**config.mk**
```make
export PLATFORM = sky130hd
export DESIGN_NAME = seq_side_effects
export DESIGN_NICKNAME = d
export VERILOG_FILES = /design/src/common/seq_side_pkg.sv /design/src/seq_side_effects.sv
export VERILOG_INCLUDE_DIRS = /design/src /design/src/common
export SDC_FILE = /design/constraint.sdc
export NUM_CORES = 1
export LEC_CHECK = 0
export BUFFER_PORTS_ARGS = -buffer_cell sky130_fd_sc_hd__buf_2
export CAP_MARGIN = 5
export CORE_AREA = 3 3 162 164
export CTS_BUF_LIST = sky130_fd_sc_hd__clkbuf_2
export DETAILED_ROUTE_END_ITERATION = 6
export DIE_AREA = 0 0 165 167
export PLACE_DENSITY = 0.82
export SYNTH_ARGS = -nofsm -noshare
export SYNTH_HDL_FRONTEND = slang
export SYNTH_SLANG_ARGS = --single-unit
```
**constraint.sdc**
```tcl
create_clock -name clk -period 16.8 [get_ports clk]
set_input_delay 5.04 -clock clk [delete_from_list [all_inputs] [get_ports clk]]
set_output_delay 5.04 -clock clk [all_outputs]
set_load 0.03 [all_outputs]
```
**src/common/seq_side_regs.svh**
```systemverilog
// What this block does
// A raise-flag vector sets every handshake flag in its list and no other.
// A lower-flag vector clears every handshake flag in its list that the same vector does not raise.
// The pattern names each handshake flag 0 to 3 at most once per list.
// The run-time program sees the handshake flags while the sequencer runs.
// A store-value vector writes a 16-bit immediate into one of 16 registers.
// The run-time program can read all sixteen value registers.
// An assert-event vector drives listed events high until a later deassert.
// A deassert-event vector drives listed events low, a cycle late if it strobes them and not if it asserts them; others untouched.
// A strobe-event vector pulses each listed event high then low by itself, unless an assert holds that event high.
// The pattern names each event output 0 to 3 at most once per list.
// Software routes each event output onto backplane trigger lines.
// A rearm vector clears each listed trigger latch and re-enables capture.
// The pattern should rearm trigger latches before branching on them.
// The pattern names each trigger latch 0 to 3 at most once per list.
// Every action of a vector takes effect in the cycle that executes it; a deassert of an event that the same vector strobes drops it a cycle later.
// Reset clears flags, events, trigger latches and value registers.
`ifndef SEQ_SIDE_REGS_SVH
`define SEQ_SIDE_REGS_SVH

// ===========================================
// Register byte offsets
`define OFS_FLAGS      8'h00
`define OFS_EVENTS     8'h04
`define OFS_TRIGGERS   8'h08
`define OFS_ROUTE      8'h0C
`define OFS_STATUS     8'h10
`define OFS_MASK       8'h14
`define OFS_VALUE_BASE 8'h40

// ===========================================
// Field positions
`define TRIG_ARMED_LSB 4
`define ROUTE_FIELD_W  3
`define ROUTE_EN_BIT   2
`define STAT_STORE_BIT 4
`define STAT_FLAG_BIT  5
`define STAT_W         6

// ===========================================
// Reset values
`define FLAGS_RST  4'h0
`define EVENTS_RST 4'h0
`define LATCH_RST  4'h0
`define ARMED_RST  4'hF
`define ROUTE_RST  12'h000
`define STATUS_RST 6'h00
`define MASK_RST   6'h00
`define VALUE_RST  16'h0000

// ===========================================
// Bus answer timing
`define BUS_WAIT_CYCLES 1

`endif

```
**src/common/seq_side_pkg.sv**
```systemverilog
package seq_side_pkg;

	// ===========================================
	// Actions carried by one executing vector
	typedef struct packed {
		logic [3:0]  raise_flags;
		logic [3:0]  lower_flags;
		logic        store_en;
		logic [3:0]  store_sel;
		logic [15:0] store_value;
		logic [3:0]  ev_assert;
		logic [3:0]  ev_deassert;
		logic [3:0]  ev_strobe;
		logic [3:0]  rearm;
	} vector_ops_t;

	// ===========================================
	// Bus slave phase
	typedef enum logic {
		BUS_IDLE,
		BUS_ANSWER
	} bus_phase_t;

endpackage

```
**src/seq_side_effects.sv**
```systemverilog
// Added by the designer: the Avalon-MM slave port and the placing of the registers.
`timescale 1ns/1ps
`include "seq_side_regs.svh"

module seq_side_effects #(
	parameter int NUM_LINES = 4
) (
	input  wire logic                      clk,
	input  wire logic                      reset,
	input  wire logic                      vec_valid,
	input  wire seq_side_pkg::vector_ops_t vec_ops,
	input  wire logic [3:0]                trig_in,
	input  wire logic [7:0]                address,
	input  wire logic                      read,
	input  wire logic                      write,
	input  wire logic [31:0]               writedata,
	output logic [31:0]                    readdata,
	output logic                           waitrequest,
	output logic [3:0]                     handshake_flag,
	output logic [3:0]                     event_output,
	output logic [3:0]                     trigger_latch,
	output logic [NUM_LINES-1:0]           backplane_line,
	output logic                           irq
);

	// ===========================================
	// Elaboration check
	if (NUM_LINES < 1 || NUM_LINES > 4) begin : g_bad_lines
		$error("NUM_LINES must lie between 1 and 4");
	end

	// ===========================================
	// Declarations
	seq_side_pkg::bus_phase_t phase_ff;
	seq_side_pkg::bus_phase_t nxt_phase;
	logic [31:0] readdata_ff;
	logic [31:0] nxt_readdata;
	logic        wait_ff;
	logic        nxt_wait;
	logic        wr_take;
	logic [3:0]  flags_ff;
	logic [3:0]  nxt_flags;
	logic [3:0]  hold_ff;
	logic [3:0]  nxt_hold;
	logic [3:0]  event_ff;
	logic [3:0]  nxt_event;
	logic [15:0] value_ff [16];
	logic [15:0] nxt_value [16];
	logic [3:0]  sync1_ff;
	logic [3:0]  sync2_ff;
	logic [3:0]  sync3_ff;
	logic [3:0]  level_ff;
	logic [3:0]  nxt_level;
	logic [3:0]  rise;
	logic [3:0]  latch_ff;
	logic [3:0]  nxt_latch;
	logic [3:0]  armed_ff;
	logic [3:0]  nxt_armed;
	logic [11:0] route_ff;
	logic [11:0] nxt_route;
	logic [NUM_LINES-1:0] line_ff;
	logic [NUM_LINES-1:0] nxt_line;
	logic [`STAT_W-1:0] status_ff;
	logic [`STAT_W-1:0] nxt_status;
	logic [`STAT_W-1:0] mask_ff;
	logic [`STAT_W-1:0] nxt_mask;
	logic [`STAT_W-1:0] stat_set;
	logic        irq_ff;
	logic        nxt_irq;

	assign readdata       = readdata_ff;
	assign waitrequest    = wait_ff;
	assign handshake_flag = flags_ff;
	assign event_output   = event_ff;
	assign trigger_latch  = latch_ff;
	assign backplane_line = line_ff;
	assign irq            = irq_ff;

	// ===========================================
	// Avalon slave: one wait cycle, then answer
	assign wr_take = write && !wait_ff;

	always_comb begin
		nxt_phase    = phase_ff;
		nxt_wait     = 1'b1;
		nxt_readdata = readdata_ff;
		unique case (phase_ff)
			seq_side_pkg::BUS_IDLE: begin
				if (read || write) begin
					nxt_phase = seq_side_pkg::BUS_ANSWER;
					nxt_wait  = 1'b0;
					nxt_readdata = 32'h0000_0000;
					// flags visible
					if (address == `OFS_FLAGS)
						nxt_readdata[3:0] = flags_ff;
					if (address == `OFS_EVENTS)
						nxt_readdata[3:0] = event_ff;
					if (address == `OFS_TRIGGERS)
						nxt_readdata[7:0] = {armed_ff, latch_ff};
					if (address == `OFS_ROUTE)
						nxt_readdata[11:0] = route_ff;
					if (address == `OFS_STATUS)
						nxt_readdata[`STAT_W-1:0] = status_ff;
					if (address == `OFS_MASK)
						nxt_readdata[`STAT_W-1:0] = mask_ff;
					// value readback
					if ((address & 8'hC3) == `OFS_VALUE_BASE)
						nxt_readdata[15:0] = value_ff[address[5:2]];
				end
			end
			seq_side_pkg::BUS_ANSWER: begin
				nxt_phase = seq_side_pkg::BUS_IDLE;
			end
		endcase
	end

	always_ff @(posedge clk or posedge reset) begin
		if (reset) begin
			phase_ff    <= seq_side_pkg::BUS_IDLE;
			wait_ff     <= 1'b1;
			readdata_ff <= 32'h0000_0000;
		end else begin
			phase_ff    <= nxt_phase;
			wait_ff     <= nxt_wait;
			readdata_ff <= nxt_readdata;
		end
	end

	// ===========================================
	// Handshake flags and value registers
	always_comb begin
		nxt_flags = flags_ff;
		if (wr_take && address == `OFS_FLAGS)
			nxt_flags = writedata[3:0];
		if (vec_valid) begin
			// lower listed flags
			nxt_flags = nxt_flags & ~vec_ops.lower_flags;
			// raise listed flags
			nxt_flags = nxt_flags | vec_ops.raise_flags;
		end
		for (int i = 0; i < 16; i++) begin
			nxt_value[i] = value_ff[i];
		end
		// store immediate
		if (vec_valid && vec_ops.store_en)
			nxt_value[vec_ops.store_sel] = vec_ops.store_value;
	end

	// same-cycle effect
	always_ff @(posedge clk or posedge reset) begin
		if (reset) begin
			// cleared state
			flags_ff <= `FLAGS_RST;
			for (int i = 0; i < 16; i++) begin
				value_ff[i] <= `VALUE_RST;
			end
		end else begin
			flags_ff <= nxt_flags;
			for (int i = 0; i < 16; i++) begin
				value_ff[i] <= nxt_value[i];
			end
		end
	end

	// ===========================================
	// Event outputs and backplane routing
	always_comb begin
		nxt_hold = hold_ff;
		if (vec_valid) begin
			// deassert listed
			nxt_hold = nxt_hold & ~vec_ops.ev_deassert;
			// assert and hold
			nxt_hold = nxt_hold | vec_ops.ev_assert;
		end
		// one-cycle strobe
		nxt_event = nxt_hold;
		if (vec_valid)
			nxt_event = nxt_hold | vec_ops.ev_strobe;
		nxt_route = route_ff;
		if (wr_take && address == `OFS_ROUTE)
			nxt_route = writedata[11:0];
	end

	// Lines follow next event so they stay aligned with event_output
	for (genvar l = 0; l < NUM_LINES; l++) begin : g_line
		localparam int B = l * `ROUTE_FIELD_W;
		// software routing
		assign nxt_line[l] = route_ff[B + `ROUTE_EN_BIT] &&
			nxt_event[route_ff[B +: 2]];
	end

	always_ff @(posedge clk or posedge reset) begin
		if (reset) begin
			hold_ff  <= `EVENTS_RST;
			event_ff <= `EVENTS_RST;
			route_ff <= `ROUTE_RST;
			line_ff  <= '0;
		end else begin
			hold_ff  <= nxt_hold;
			event_ff <= nxt_event;
			route_ff <= nxt_route;
			line_ff  <= nxt_line;
		end
	end

	// ===========================================
	// Trigger inputs: three-stage sync, latch
	// Level accepted only when stages two and three agree
	always_comb begin
		nxt_level = level_ff;
		for (int i = 0; i < 4; i++) begin
			if (sync2_ff[i] == sync3_ff[i])
				nxt_level[i] = sync3_ff[i];
		end
		rise      = nxt_level & ~level_ff;
		nxt_latch = latch_ff | (armed_ff & rise);
		nxt_armed = armed_ff & ~rise;
		if (vec_valid) begin
			// rearm listed
			nxt_latch = nxt_latch & ~vec_ops.rearm;
			nxt_armed = nxt_armed | vec_ops.rearm;
		end
	end

	always_ff @(posedge clk or posedge reset) begin
		if (reset) begin
			sync1_ff <= 4'h0;
			sync2_ff <= 4'h0;
			sync3_ff <= 4'h0;
			level_ff <= 4'h0;
			latch_ff <= `LATCH_RST;
			armed_ff <= `ARMED_RST;
		end else begin
			sync1_ff <= trig_in;
			sync2_ff <= sync1_ff;
			sync3_ff <= sync2_ff;
			level_ff <= nxt_level;
			latch_ff <= nxt_latch;
			armed_ff <= nxt_armed;
		end
	end

	// ===========================================
	// Interrupt status, write one to clear
	always_comb begin
		stat_set = '0;
		stat_set[3:0] = nxt_latch & ~latch_ff;
		stat_set[`STAT_STORE_BIT] = vec_valid && vec_ops.store_en;
		stat_set[`STAT_FLAG_BIT]  = nxt_flags != flags_ff;
		nxt_status = status_ff;
		if (wr_take && address == `OFS_STATUS)
			nxt_status = status_ff & ~writedata[`STAT_W-1:0];
		// Set beats a clear in the same cycle
		nxt_status = nxt_status | stat_set;
		nxt_mask = mask_ff;
		if (wr_take && address == `OFS_MASK)
			nxt_mask = writedata[`STAT_W-1:0];
		nxt_irq = |(nxt_status & nxt_mask);
	end

	always_ff @(posedge clk or posedge reset) begin
		if (reset) begin
			status_ff <= `STATUS_RST;
			mask_ff   <= `MASK_RST;
			irq_ff    <= 1'b0;
		end else begin
			status_ff <= nxt_status;
			mask_ff   <= nxt_mask;
			irq_ff    <= nxt_irq;
		end
	end
endmodule // seq_side_effects

```
## Yosys cells after proc, flatten, opt, wreduce, memory -nomap -nowiden

Index checks and enable logic that the tools add are counted.
W data, S select, Z words.

| storage, ports and cells | value |
|---|---|
| register bits | 339 |
| input port bits | 94 |
| output and inout port bits | 50 |
| word-level logic and storage cells | 129 |

| operators by class | value |
|---|---|
| magnitude comparators | 7 |
| equal/unequal tests | 11 |
| multiplexer cells | 37 |
| bitwise operators | 25 |
| reduce and logical (&&, ||, !) cells | 16 |

Operators by type and width:

| cell | count |
|---|---|
| $bwmux W256 | 1 |
| $bmux W16 S4 | 1 |
| $demux W16 S4 | 1 |
| $mux W16 | 4 |
| $mux W4 | 8 |
| $and A4 B4 Y4 | 7 |
| $mux W6 | 4 |
| $not A4 Y4 | 6 |
| $or A4 B4 Y4 | 5 |
| $eq A8 B4 Y1 const B | 2 |
| $eq A8 B5 Y1 const B | 2 |
| $and A6 B6 Y6 | 2 |
| $lt A2 B3 Y1 const B | 4 |
| $mux W12 | 1 |
| $logic_and A1 B1 Y1 | 11 |
| $mux W1 | 11 |
| $ge A5 B5 Y1 const B | 2 |
| $not A4 Y5 | 2 |
| $bmux W1 S2 | 4 |
| $eq A8 B3 Y1 const B | 1 |
| $logic_not A8 Y1 | 1 |
| $mux W8 | 1 |
| $not A6 Y6 | 1 |
| $or A6 B6 Y6 | 1 |
| 10 further kinds | 13 |

## Longest topological paths before layout

Gate-level depths: netlist of run 1.

| depth | value |
|---|---|
| depth after elaboration | 11 |
| depth in mapped cells | 9 |
| depth with buffers taken out | 7 |

## Worst setup path after synthesis of run 1

No wires, ideal clock.

| timing path | value |
|---|---|
| path kind | input-to-reg |
| start point | input port address[3] |
| end point | register readdata_ff[6] (netlist: readdata[6]) |
| library setup time | 0.137 ns |
| arrival | 6.613 ns |
| data required time | 16.663 ns |
| path slack | 10.051 ns |
| stages | 6 |
| path buffers | 2 |
| cell sequence | buf_2 -> clkbuf_1 -> mux4_2 -> mux4_2 -> a22oi_1 -> a21oi_1 |

| between the ends | value |
|---|---|
| cells in the longest elaborated chain, start to end | 5 |
| elaborated cells on any way between the ends | 9 |
| those cells by class | eq/ne: 2; mux: 6; bitwise: 1 |

Ends and longest elaborated chain:

| what | line | text |
|---|---|---|
| start: declaration | seq_side_effects.sv:13 | `input wire logic [7:0] address,` |
| $not A4 Y5 (not written as such) | seq_side_effects.sv:108 | `nxt_readdata[15:0] = value_ff[address[5:2]];` |
| $bmux W16 S4 | seq_side_effects.sv:108 |  |
| $mux W16 (not written as such) (2 in a row) | seq_side_effects.sv:108 |  |
| $mux W16 * | seq_side_effects.sv:107 | `` if ((address & 8'hC3) == `OFS_VALUE_BASE) `` |
| end signal: assignment | seq_side_effects.sv:125 | `readdata_ff <= nxt_readdata;` |
| end: declaration | seq_side_effects.sv:36 | `logic [31:0] readdata_ff;` |

Mark *: on every way between the ends. The rest lies on a longest branch, timed or not. The select of a mux whose other input is x is not followed.
A chain may end at the register's enable or synchronous reset.

## Final worst setup path of run 1

| timing path | value |
|---|---|
| start point | input port address[2] |
| end point | register readdata_ff[10] (netlist: readdata[10]) |

Same word-level chain as after synthesis.

==> flow_summary.toml, run 1 <==
[setup_path]
r2r_end = "readdata[3]"
reg2reg_depth = 6
r2r_slack_ns = 14.75
critPathKind = "primary input to flip-flop"
cpPeakStageDelay_ns = 0.77
start_kind = "primary input"
worstPathRequired_ns = 17.48
cp_max_fo = 44
cp-end-kind = "flip-flop"
cp.arrival_ns = 7.85
crit_chain = "buf_4 > buf_4 > mux4_2 > mux4_2 > a32oi_1 > a21oi_1"
cpMaxStageDelayCell = "buf_4"
critPathTopFamily = "buffers and inverters"
rr_startpoint = "phase_ff"
path_buf_inv = 2

[timing]
fin_crit_sh_pct = 42.64
skew_ns = 0.07829
hold_ws_ns = 0.3405
hold_viol = 0
fmax_mhz = 139.6
fin_crit_ns = 7.163
tightestPinTransition_ns = 1.162
slew_headroom_pct = 22.51
drv_slew = 0
fin_setup_tns_ns = 0
rsz0062_at_grt = "false"
final-setup-viol-count = 0

[status]
outcome = "complete, no violations"

[detailed_routing]
drc = 0
dr.pass1.iters = 5
ant_nets = 0
drtIter0Drc = 772
via_per_inst = 6.115
routed_wl_um = 34630
post_drt_wl_per_cell_um = 22.46
dr_total_vias = 9430

[cts]
clk_latency_ns = 0.86
cts_tree = "yes"
clk_path_buf_depth = 3
cts_htree_levels = 3
post_cts_resized = 0
clk_pin_slew_worst_paths_ns = 0.10
postCtsSetupBuffers = 0
cts_num_sinks = 339
holdBufCountCts = 0
root_buffer = "clkbuf_2"
cts_buffers = 83

[grt]
grt_pass1_vias = 9998
track_usage_pct = 25.90
grt_pass1_wl_um = 54790
grt_max_degree = 138
overflow = 0
antenna_found_initial = 1

[floorplanning]
die_h_um = 167
coreArea_um2 = 25040
die_w_um = 165
num_io_pins = 144
rows = 58
die_area_um2 = 27560
start_util_pct = 61.47

[power_and_ir_drop]
power_mw = 1.904
power_density_nw_per_um2 = 112.7
power.leakage_nw = 7.893
ir_worst_vdd_mv = 0.05367

[yosys]
yosysWarnings = 0
synth_cell_types = 53
synth-edff-count = 0
synth-xor-area-share_pct = 0.1138
yosys.area_share.simple_pct = 4.203
synth_top_family_by_area = "multiplexers"
synth_mux_area_share_pct = 33.95
netlist_area_um2 = 15390
synth-compound-area-share_pct = 3.463
avgSynthCellArea_um2 = 15.24
syn_inst = 1010
synth-seq-area-share_pct = 55.16
synthAdderAreaFrac_pct = 0.1301
synthFlopType = "dfrtp_1"
synth_seq_cells = 339
synthArstFlopShare_pct = 100.0

[hold_path]
whs_path_depth = 0
hp-start = "sync1_ff[0]"
holdPathEnd = "sync2_ff[0]"
hold_path_class = "flip-flop to flip-flop"

[placed_design]
placed_area_um2 = 16150
io_buffers = 107
dp_hpwl_um = 21860
gp_congestion = 0.8610
dp_cells = 1397

[layout]
area_growth_pct = 9.797
finalInstanceArea_um2 = 16900
final_nets = 1246
final_common_cell = "dfrtp_1"
fillers = 1728
drive_gt1_share_pct = 53.59
most-common-layout-cells = "dfrtp_1, mux2_2, clkbuf_2"
fin_cells = 1542

[job]
cap_viol_max_count = 0
## worst register-to-register path, cell delays in order (launching register included)
cell and delay [ns]:
dfrtp_1 0.37, or2_2 0.46, inv_1 0.66, nand3_1 0.20, nor2_1 0.17, a21oi_1 0.06, nand2_1 0.07
## metrics by stage
| step | util [%] | setup WS, ns |
|---|---|---|
| 6_report | 67.49 | 9.637 |
| 5_1_grt | 67.49 | 9.432 |
| 4_1_cts | 67.48 | 9.606 |
| 3_5_place_dp | 64.50 | 8.699 |
| 3_3_place_gp | 64.50 | 8.705 |
| 2_1_floorplan | - | 2.373 |
## registers in the layout, summed over array words and instances (netlist names)
signal / flops
hold_ff: 4
waitrequest: 1
backplane_line: 4
phase_ff: 1
sync3_ff: 4
irq: 1
sync1_ff: 4
armed_ff: 4
mask_ff: 6
status_ff: 6
trigger_latch: 4
sync2_ff: 4
handshake_flag: 4
value_ff: 256
level_ff: 4
readdata: 16
route_ff: 12
event_output: 4
## layout make-up
type	instances	area (um2)	area share [%]
antenna	1	2.502	0.01481
clock buffer	123	615.6	3.643
clock inverter	21	131.4	0.7775
inverter	4	22.52	0.1333
multi-input combinational	598	6540	38.70
sequential	339	8489	50.24
tap	330	412.9	2.444
timing repair buffer	126	683.2	4.043
## synth_stat cells, drive strengths merged, types with 3 or more instances
| library cell | count | area (um2) |
|---|---|---|
| dfrtp | 334 | 8358 |
| mux2 | 282 | 3183 |
| mux4 | 88 | 1982 |
| nand2 | 52 | 202.7 |
| buf | 49 | 307.8 |
| clkbuf | 35 | 131.4 |
| a21oi | 25 | 125.1 |
| nor2 | 21 | 78.83 |
| nand3 | 10 | 50.05 |
| a22o | 9 | 78.83 |
| and2 | 9 | 56.30 |
| nand2b | 8 | 50.05 |
| o21ai | 8 | 40.04 |
| a22oi | 7 | 52.55 |
| a21o | 6 | 45.04 |
| mux2i | 6 | 60.06 |
| dfstp | 5 | 131.4 |
| a32oi | 4 | 35.03 |
| and3 | 4 | 25.02 |
| inv | 4 | 15.01 |
| o22ai | 4 | 25.02 |
| nor3 | 3 | 25.02 |
| nor3b | 3 | 22.52 |
| nor4 | 3 | 40.04 |
| o21a | 3 | 22.52 |
## per-layer routing
layer / routed length (um) / vias to the layer above / global-route usage (%)
met5: 0 / - / 0
met4: 1116 / 0 / 10.39
met1: 14000 / 4890 / 34.52
met3: 2500 / 84 / 5.473
li1: - / 4073 / -
met2: 17020 / 383 / 41.88
## kinds of logic after synthesis
logic type | Yosys count
AOI/OAI and AO/OA | 79
other | 1
and+or+nand+nor | 123
DFF | 339
buffers and inverters | 88
adders and majority gates | 2
xor gates and xnor gates | 2
muxes | 376
## power by group
group | internal (mW) | switching, mW
Combinational | 0.192 | 0.145
Clock | 0.224 | 0.319
Sequential | 0.952 | 0.0727
Total | 1.37 | 0.537
## worst max path at each step
stage                     slack [ns]                 to       start  depth (start not counted)
after floorplan                 2.37  backplane_line[0]       reset                          1
final                           9.64       readdata[10]  address[2]                          6
after CTS                       9.61       readdata[10]  address[2]                          6
after detailed placement        8.70        readdata[6]  address[2]                          6
after global placement          8.71        readdata[6]  address[2]                          6
after global routing            9.43       readdata[10]  address[2]                          6
Note: power is estimated with default switching activity, not from simulation.
==> run 2, diff against run 1 <==
- ABC_AREA: not set -> 1
- CORE_AREA: 3 3 162 164 -> 3 3 168 170
- DIE_AREA: 0 0 165 167 -> 0 0 171 173
- PLACE_DENSITY: 0.82 -> 0.77
- clock period: 16.8 -> 5.86 ns (I/O delays scaled with it)
==> run 2 against run 1 <==
  * Final area shrank 4.2%
  * Power increased to 2.8 times the previous value
  * Combinational power is 120% higher
  * Cell count rose by 42%
  * Sequential power grew to 2.9 times the previous value
  * Critical path depth is 5 lower
  * Count of clock-buffer cells in the layout increased by 14
  * Clock power grew to 3.0 times the previous value
  * Register-to-register slack worse by 11 ns
  * Synthesized cell count up 66%
==> flow_summary.toml, run 2 <==
[status]
outcome = "complete, no violations"

[cts]
clk_latency_ns = 0.92
root_buffer = "clkbuf_2"
clk_pin_slew_worst_paths_ns = 0.10
post_cts_resized = 0
clk_path_buf_depth = 3
cts_buffers = 86
cts_num_sinks = 339
cts_htree_levels = 3
cts_tree = "yes"
postCtsSetupBuffers = 0
holdBufCountCts = 0

[yosys]
synth-seq-area-share_pct = 57.60
synth-edff-count = 0
yosysWarnings = 0
netlist_top_cells_count = "nand2_1, dfrtp_1, o21ai_0"
yosys.area_share.simple_pct = 18.68
synthArstFlopShare_pct = 100.0
synthFlopType = "dfrtp_1"
syn_inst = 1674
yosysTopAreaCell = "dfrtp_1"
avgSynthCellArea_um2 = 8.804
synthTopCellsByArea = "dfrtp_1, nand2_1, o21ai_0"
synth-xor-area-share_pct = 0
netlist_area_um2 = 14740
synthAdderAreaFrac_pct = 0.2717
synth_mux_area_share_pct = 0
synth_top_family_by_area = "simple AND/OR/NAND/NOR gates"
synth.most_common_cell = "nand2_1"
synth-compound-area-share_pct = 17.77
synth_cell_types = 41
yosys.area.top_type_share_pct = 56.71
synth_seq_cells = 339

[timing]
tightestPinTransition_ns = 1.209
fin_setup_tns_ns = 0
drv_slew = 0
fin_crit_ns = 3.434
hold_viol = 0
fmax_mhz = 291.2
slew_headroom_pct = 19.16
setup_ws_ns = 2.426
rsz0062_at_grt = "false"
final-setup-viol-count = 0
fin_crit_sh_pct = 58.60
hold_ws_ns = 0.3507
skew_ns = 0.07266

[layout]
final_nets = 1871
fillers = 2335
largest_reg_flops = 256
most-common-layout-cells = "nand2_1, dfrtp_1, o21ai_0"
area_growth_pct = 9.890
finalCoreUtilization_pct = 60.26
largest-register = "value_ff"
final_common_cell = "nand2_1"
drive_gt1_share_pct = 16.44

[grt]
track_usage_pct = 26.42
grt_max_degree = 134
grt_pass1_wl_um = 62660
grt_pass1_vias = 12060
antenna_found_initial = 4
overflow = 0

[floorplanning]
start_util_pct = 54.84
rows = 60
num_io_pins = 144
die_w_um = 171
die_h_um = 173
coreArea_um2 = 26880
die_area_um2 = 29580

[power_and_ir_drop]
pwr-share-clk_pct = 30.7
power_mw = 5.280
power.leakage_nw = 7.880
power_density_nw_per_um2 = 326.0
p_seq_share_pct = 55.1
swShare_pct = 31.15
p_int_mw = 3.635
power.switching_mw = 1.645
ir_worst_vdd_mv = 0.1861
comb_power_share_pct = 14.3

[setup_path]
cp-end-kind = "output pin"
crit_chain = "buf_2"
cp.arrival_ns = 1.68
worstPathRequired_ns = 4.10
cpMaxStageDelayCell = "dfstp_2"
cpPeakStageDelay_ns = 0.57
path_buf_inv = 1
critPathKind = "flip-flop to output pin"
critPathTopFamily = "flip-flops"
cp_max_fo = 2
start_kind = "flip-flop"

[detailed_routing]
post_drt_wl_per_cell_um = 17.92
via_per_inst = 5.741
drc = 0
dr.pass1.iters = 7
routed_wl_um = 39180
dr_total_vias = 12550
drtIter0Drc = 1319
ant_nets = 0

[placed_design]
dp_worst_setup_slack_ns = 1.708
dp_hpwl_um = 24360
gp_congestion = 0.9114
io_buffers = 107

[job]
cap_viol_max_count = 0

[hold_path]
hold_path_class = "flip-flop to flip-flop"
-- run 2: changes by cell type in the layout (fill, tap and decap cells not counted), moves of 67 or more --
| cell | previous run | this run |
|---|---|---|
| o21ai_1 | 0 | 69 |
| a22oi_1 | 7 | 74 |
| o21ai_0 | 8 | 240 |
| mux4_2 | 88 | 0 |
| nand2_1 | 51 | 548 |
| mux2_2 | 280 | 0 |
-- run 2: cells by family (layout without fill, tap and decap cells) --
| logic type | count (synthesis) | after routing |
|---|---|---|
| AO/OA/AOI/OAI | 466 | 466 |
| adder cells (fa/ha/maj) | 4 | 4 |
| buffers and inverters | 196 | 350 |
| flip-flops | 339 | 339 |
| other | 1 | 18 |
| AND/OR/NAND/NOR | 668 | 668 |
-- run 2: per-layer routing --
| layer | track usage [%] | vias up | wire, um |
|---|---|---|---|
| met5 | 0 | - | 28 |
| met4 | 9.826 | 4 | 999 |
| met3 | 6.630 | 87 | 3924 |
| met2 | 39.01 | 639 | 17390 |
| met1 | 38.11 | 5993 | 16840 |
| li1 | - | 5826 | - |
-- run 2: path summary, 6_finish.rpt --
path	startpoint	endpoint	slack (ns)	depth (start not counted)
hold / removal	sync1_ff[3]	sync2_ff[3]	0.35	0
setup reg to reg	phase_ff	readdata[4]	3.32	8
min in group asynchronous	reset	hold_ff[0]	1.03	2
setup / recovery	waitrequest	waitrequest	2.43	1
hold reg to reg	sync1_ff[3]	sync2_ff[3]	0.35	0
max in group asynchronous	reset	status_ff[0]	3.54	3
-- run 2: final cells by class --
type	count	area, um2	area share (%)
flip-flops and latches	339	8489	52.42
multi-input cells	1154	5487	33.88
repair buffers	123	705.7	4.357
clock buffers	137	685.7	4.234
well taps	341	426.7	2.634
inverters	73	282.8	1.746
clock inverters	17	113.9	0.7030
diodes	2	5.005	0.03090
-- run 2: metrics by stage --
| step | area [um2] | cells |
|---|---|---|
| floorplan | 14800 | 1689 |
| global placement | 15390 | 2030 |
| detailed placement | 15390 | 2030 |
| CTS | 16190 | 2184 |
| global route | 16200 | 2186 |
| finish | 16200 | 2186 |
-- run 2: power by group through the flow --
stage / clock, mW / combinational [mW] / sequential [mW]
CTS: 1.66 / 0.753 / 2.90
global route: 1.79 / 0.862 / 2.95
finish: 1.62 / 0.753 / 2.91
global placement: 0 / 0.718 / 2.93
floorplan: 0 / 0.522 / 2.94
detailed placement: 0 / 0.750 / 2.95
==> run 3, diff against run 2 <==
- clock period: 5.86 -> 2.85 ns (I/O delays scaled with it)
==> run 3 against run 2 <==
  * Sequential share of layout area down 1.7 points
  * Setup slack worse by 2.1 ns
  * Critical path depth unchanged
  * First-iteration DRC count about the same
  * Final area up 3.4%
  * Non-clock buffer count up 51
  * Critical path type unchanged
==> flow_summary.toml, run 3 (synthesis gave the netlist of run 2 again) <==
[detailed_routing]
dr.pass1.iters = 6
wl_met2_um = 17930
highest_layer = "met4"
post_drt_wl_per_cell_um = 17.79
via_per_inst = 5.725
wl_met3_um = 3743
drtIter0Drc = 1320
dr_total_vias = 12800
drc = 0
wl_met1_um = 17140
routed_wl_um = 39780
ant_nets = 0

[power_and_ir_drop]
ir_worst_vdd_mv = 0.3782
power.switching_mw = 3.392
pwr-share-clk_pct = 30.3
power_density_nw_per_um2 = 651.9
power.leakage_nw = 8.169
swShare_pct = 31.08
p_seq_share_pct = 54.9
p_int_mw = 7.522
comb_power_share_pct = 14.9

[cts]
root_buffer = "clkbuf_2"
cts_htree_levels = 3
clk_pin_slew_worst_paths_ns = 0.11
cts_num_sinks = 339
cts_tree = "yes"
clk_latency_ns = 0.88
postCtsSetupBuffers = 0
cts_buffers = 84
clk_path_buf_depth = 3

[layout]
drive_gt1_share_pct = 17.90
area_growth_pct = 13.58
largest_reg_flops = 256
final_nets = 1920
finalCoreUtilization_pct = 62.29
finalInstanceArea_um2 = 16740
largest-register = "value_ff"
final_common_cell = "nand2_1"
most-common-layout-cells = "nand2_1, dfrtp_1, o21ai_0"

[setup_path]
cp_max_fo = 2
rr_startpoint = "phase_ff"
cpMaxStageDelayCell = "dfstp_2"
start_kind = "flip-flop"
cp.arrival_ns = 1.62
r2r_slack_ns = 1.21
cpPeakStageDelay_ns = 0.56
critPathTopFamily = "flip-flops"
reg2reg_depth = 9
cp-end-kind = "output pin"
crit_chain = "buf_2"
path_buf_inv = 1
critPathKind = "flip-flop to output pin"
r2r_end = "readdata[4]"
worstPathRequired_ns = 2.00

[timing]
slew_headroom_pct = 63.13
fin_crit_sh_pct = 86.95
rsz0062_at_grt = "false"
fmax_mhz = 403.6
drv_slew = 0
final-setup-viol-count = 0
tightestPinTransition_ns = 0.5525
hold_viol = 0
skew_ns = 0.07824
fin_crit_ns = 2.478

[floorplanning]
die_w_um = 171
num_io_pins = 144
coreArea_um2 = 26880
die_h_um = 173
die_area_um2 = 29580
rows = 60
start_util_pct = 54.84

[status]
outcome = "complete, no violations"

[grt]
antenna_found_initial = 1
track_usage_pct = 27.07
overflow = 0
grt_pass1_wl_um = 64020
grt_pass1_vias = 12340
grt_max_degree = 99

[placed_design]
gp_congestion = 0.9077
dp_hpwl_um = 26350
io_buffers = 107
placed_area_um2 = 15920

[hold_path]
hp-start = "trig_in[2]"
whs_path_depth = 1
hold_path_class = "primary input to flip-flop"
holdPathEnd = "sync1_ff[2]"

[job]
cap_viol_max_count = 0
## run 3: cell types whose count changed in the layout (fill, tap and decap cells not counted), sizes merged
cell	previous run	this run
inv	72	71
clkinvlp	4	2
bufinv	1	2
dlygate4sd3	0	2
buf	123	172
diode	2	1
clkinv	13	27
clkbuf	137	125
## run 3: repair_timing
action / in CTS / in global routing
hold buffers: 2 / 0
endpoints found under the hold margin: 12 / 0
gates resized for setup: 0 / 0
## run 3: how the worst max path moves through the flow
stage / start / endpoint / slack [ns] / cells after the start
2_1_floorplan: reset / backplane_line[0] / -2.53 / 1
3_3_place_gp: address[2] / readdata[2] / 0.22 / 12
3_5_place_dp: address[2] / readdata[2] / 0.19 / 12
4_1_cts: waitrequest / waitrequest / 0.29 / 1
5_1_grt: waitrequest / waitrequest / 0.29 / 1
6_report: waitrequest / waitrequest / 0.37 / 1
## run 3: power by group through the flow
stage / clock (mW) / sequential [mW] / combinational, mW
final: 3.30 / 5.99 / 1.62
after global routing: 3.65 / 6.07 / 1.85
after CTS: 3.37 / 5.97 / 1.62
after detailed placement: 0 / 6.06 / 1.62
after global placement: 0 / 6.02 / 1.54
after floorplan: 0 / 6.05 / 1.07
## run 3: per-stage QoR
step | TNS, ns | power, mW | setup slack (ns) | hold slack, ns | cells
4_1_cts | 0 | 10.96 | 0.2925 | 0.007002 | 2235
6_report | 0 | 10.91 | 0.3720 | 0.08119 | 2236
2_1_floorplan | -852.70 | 7.119 | -2.533 | 0.3312 | 1689
3_5_place_dp | 0 | 7.678 | 0.1946 | 0.3355 | 2079
5_1_grt | 0 | 11.57 | 0.2895 | 0.02122 | 2236
3_3_place_gp | 0 | 7.566 | 0.2243 | 0.3358 | 2079
## run 3: layer usage
metal,global-route usage (%),vias up
met4,8.786,0
met2,42.00,674
met3,4.961,87
li1,-,5929
met1,38.97,6111
met5,0,-
## run 3: area by class of cell
class                           count  area [um2]
Antenna cell                        1       2.502
Timing Repair Buffer              174        1256
Clock inverter                     29       170.2
Fill cell                        2242       10140
Sequential cell                   339        8489
Clock buffer                      125       625.6
Tap cell                          341       426.7
Multi-Input combinational cell   1154        5487
Inverter                           73       282.8
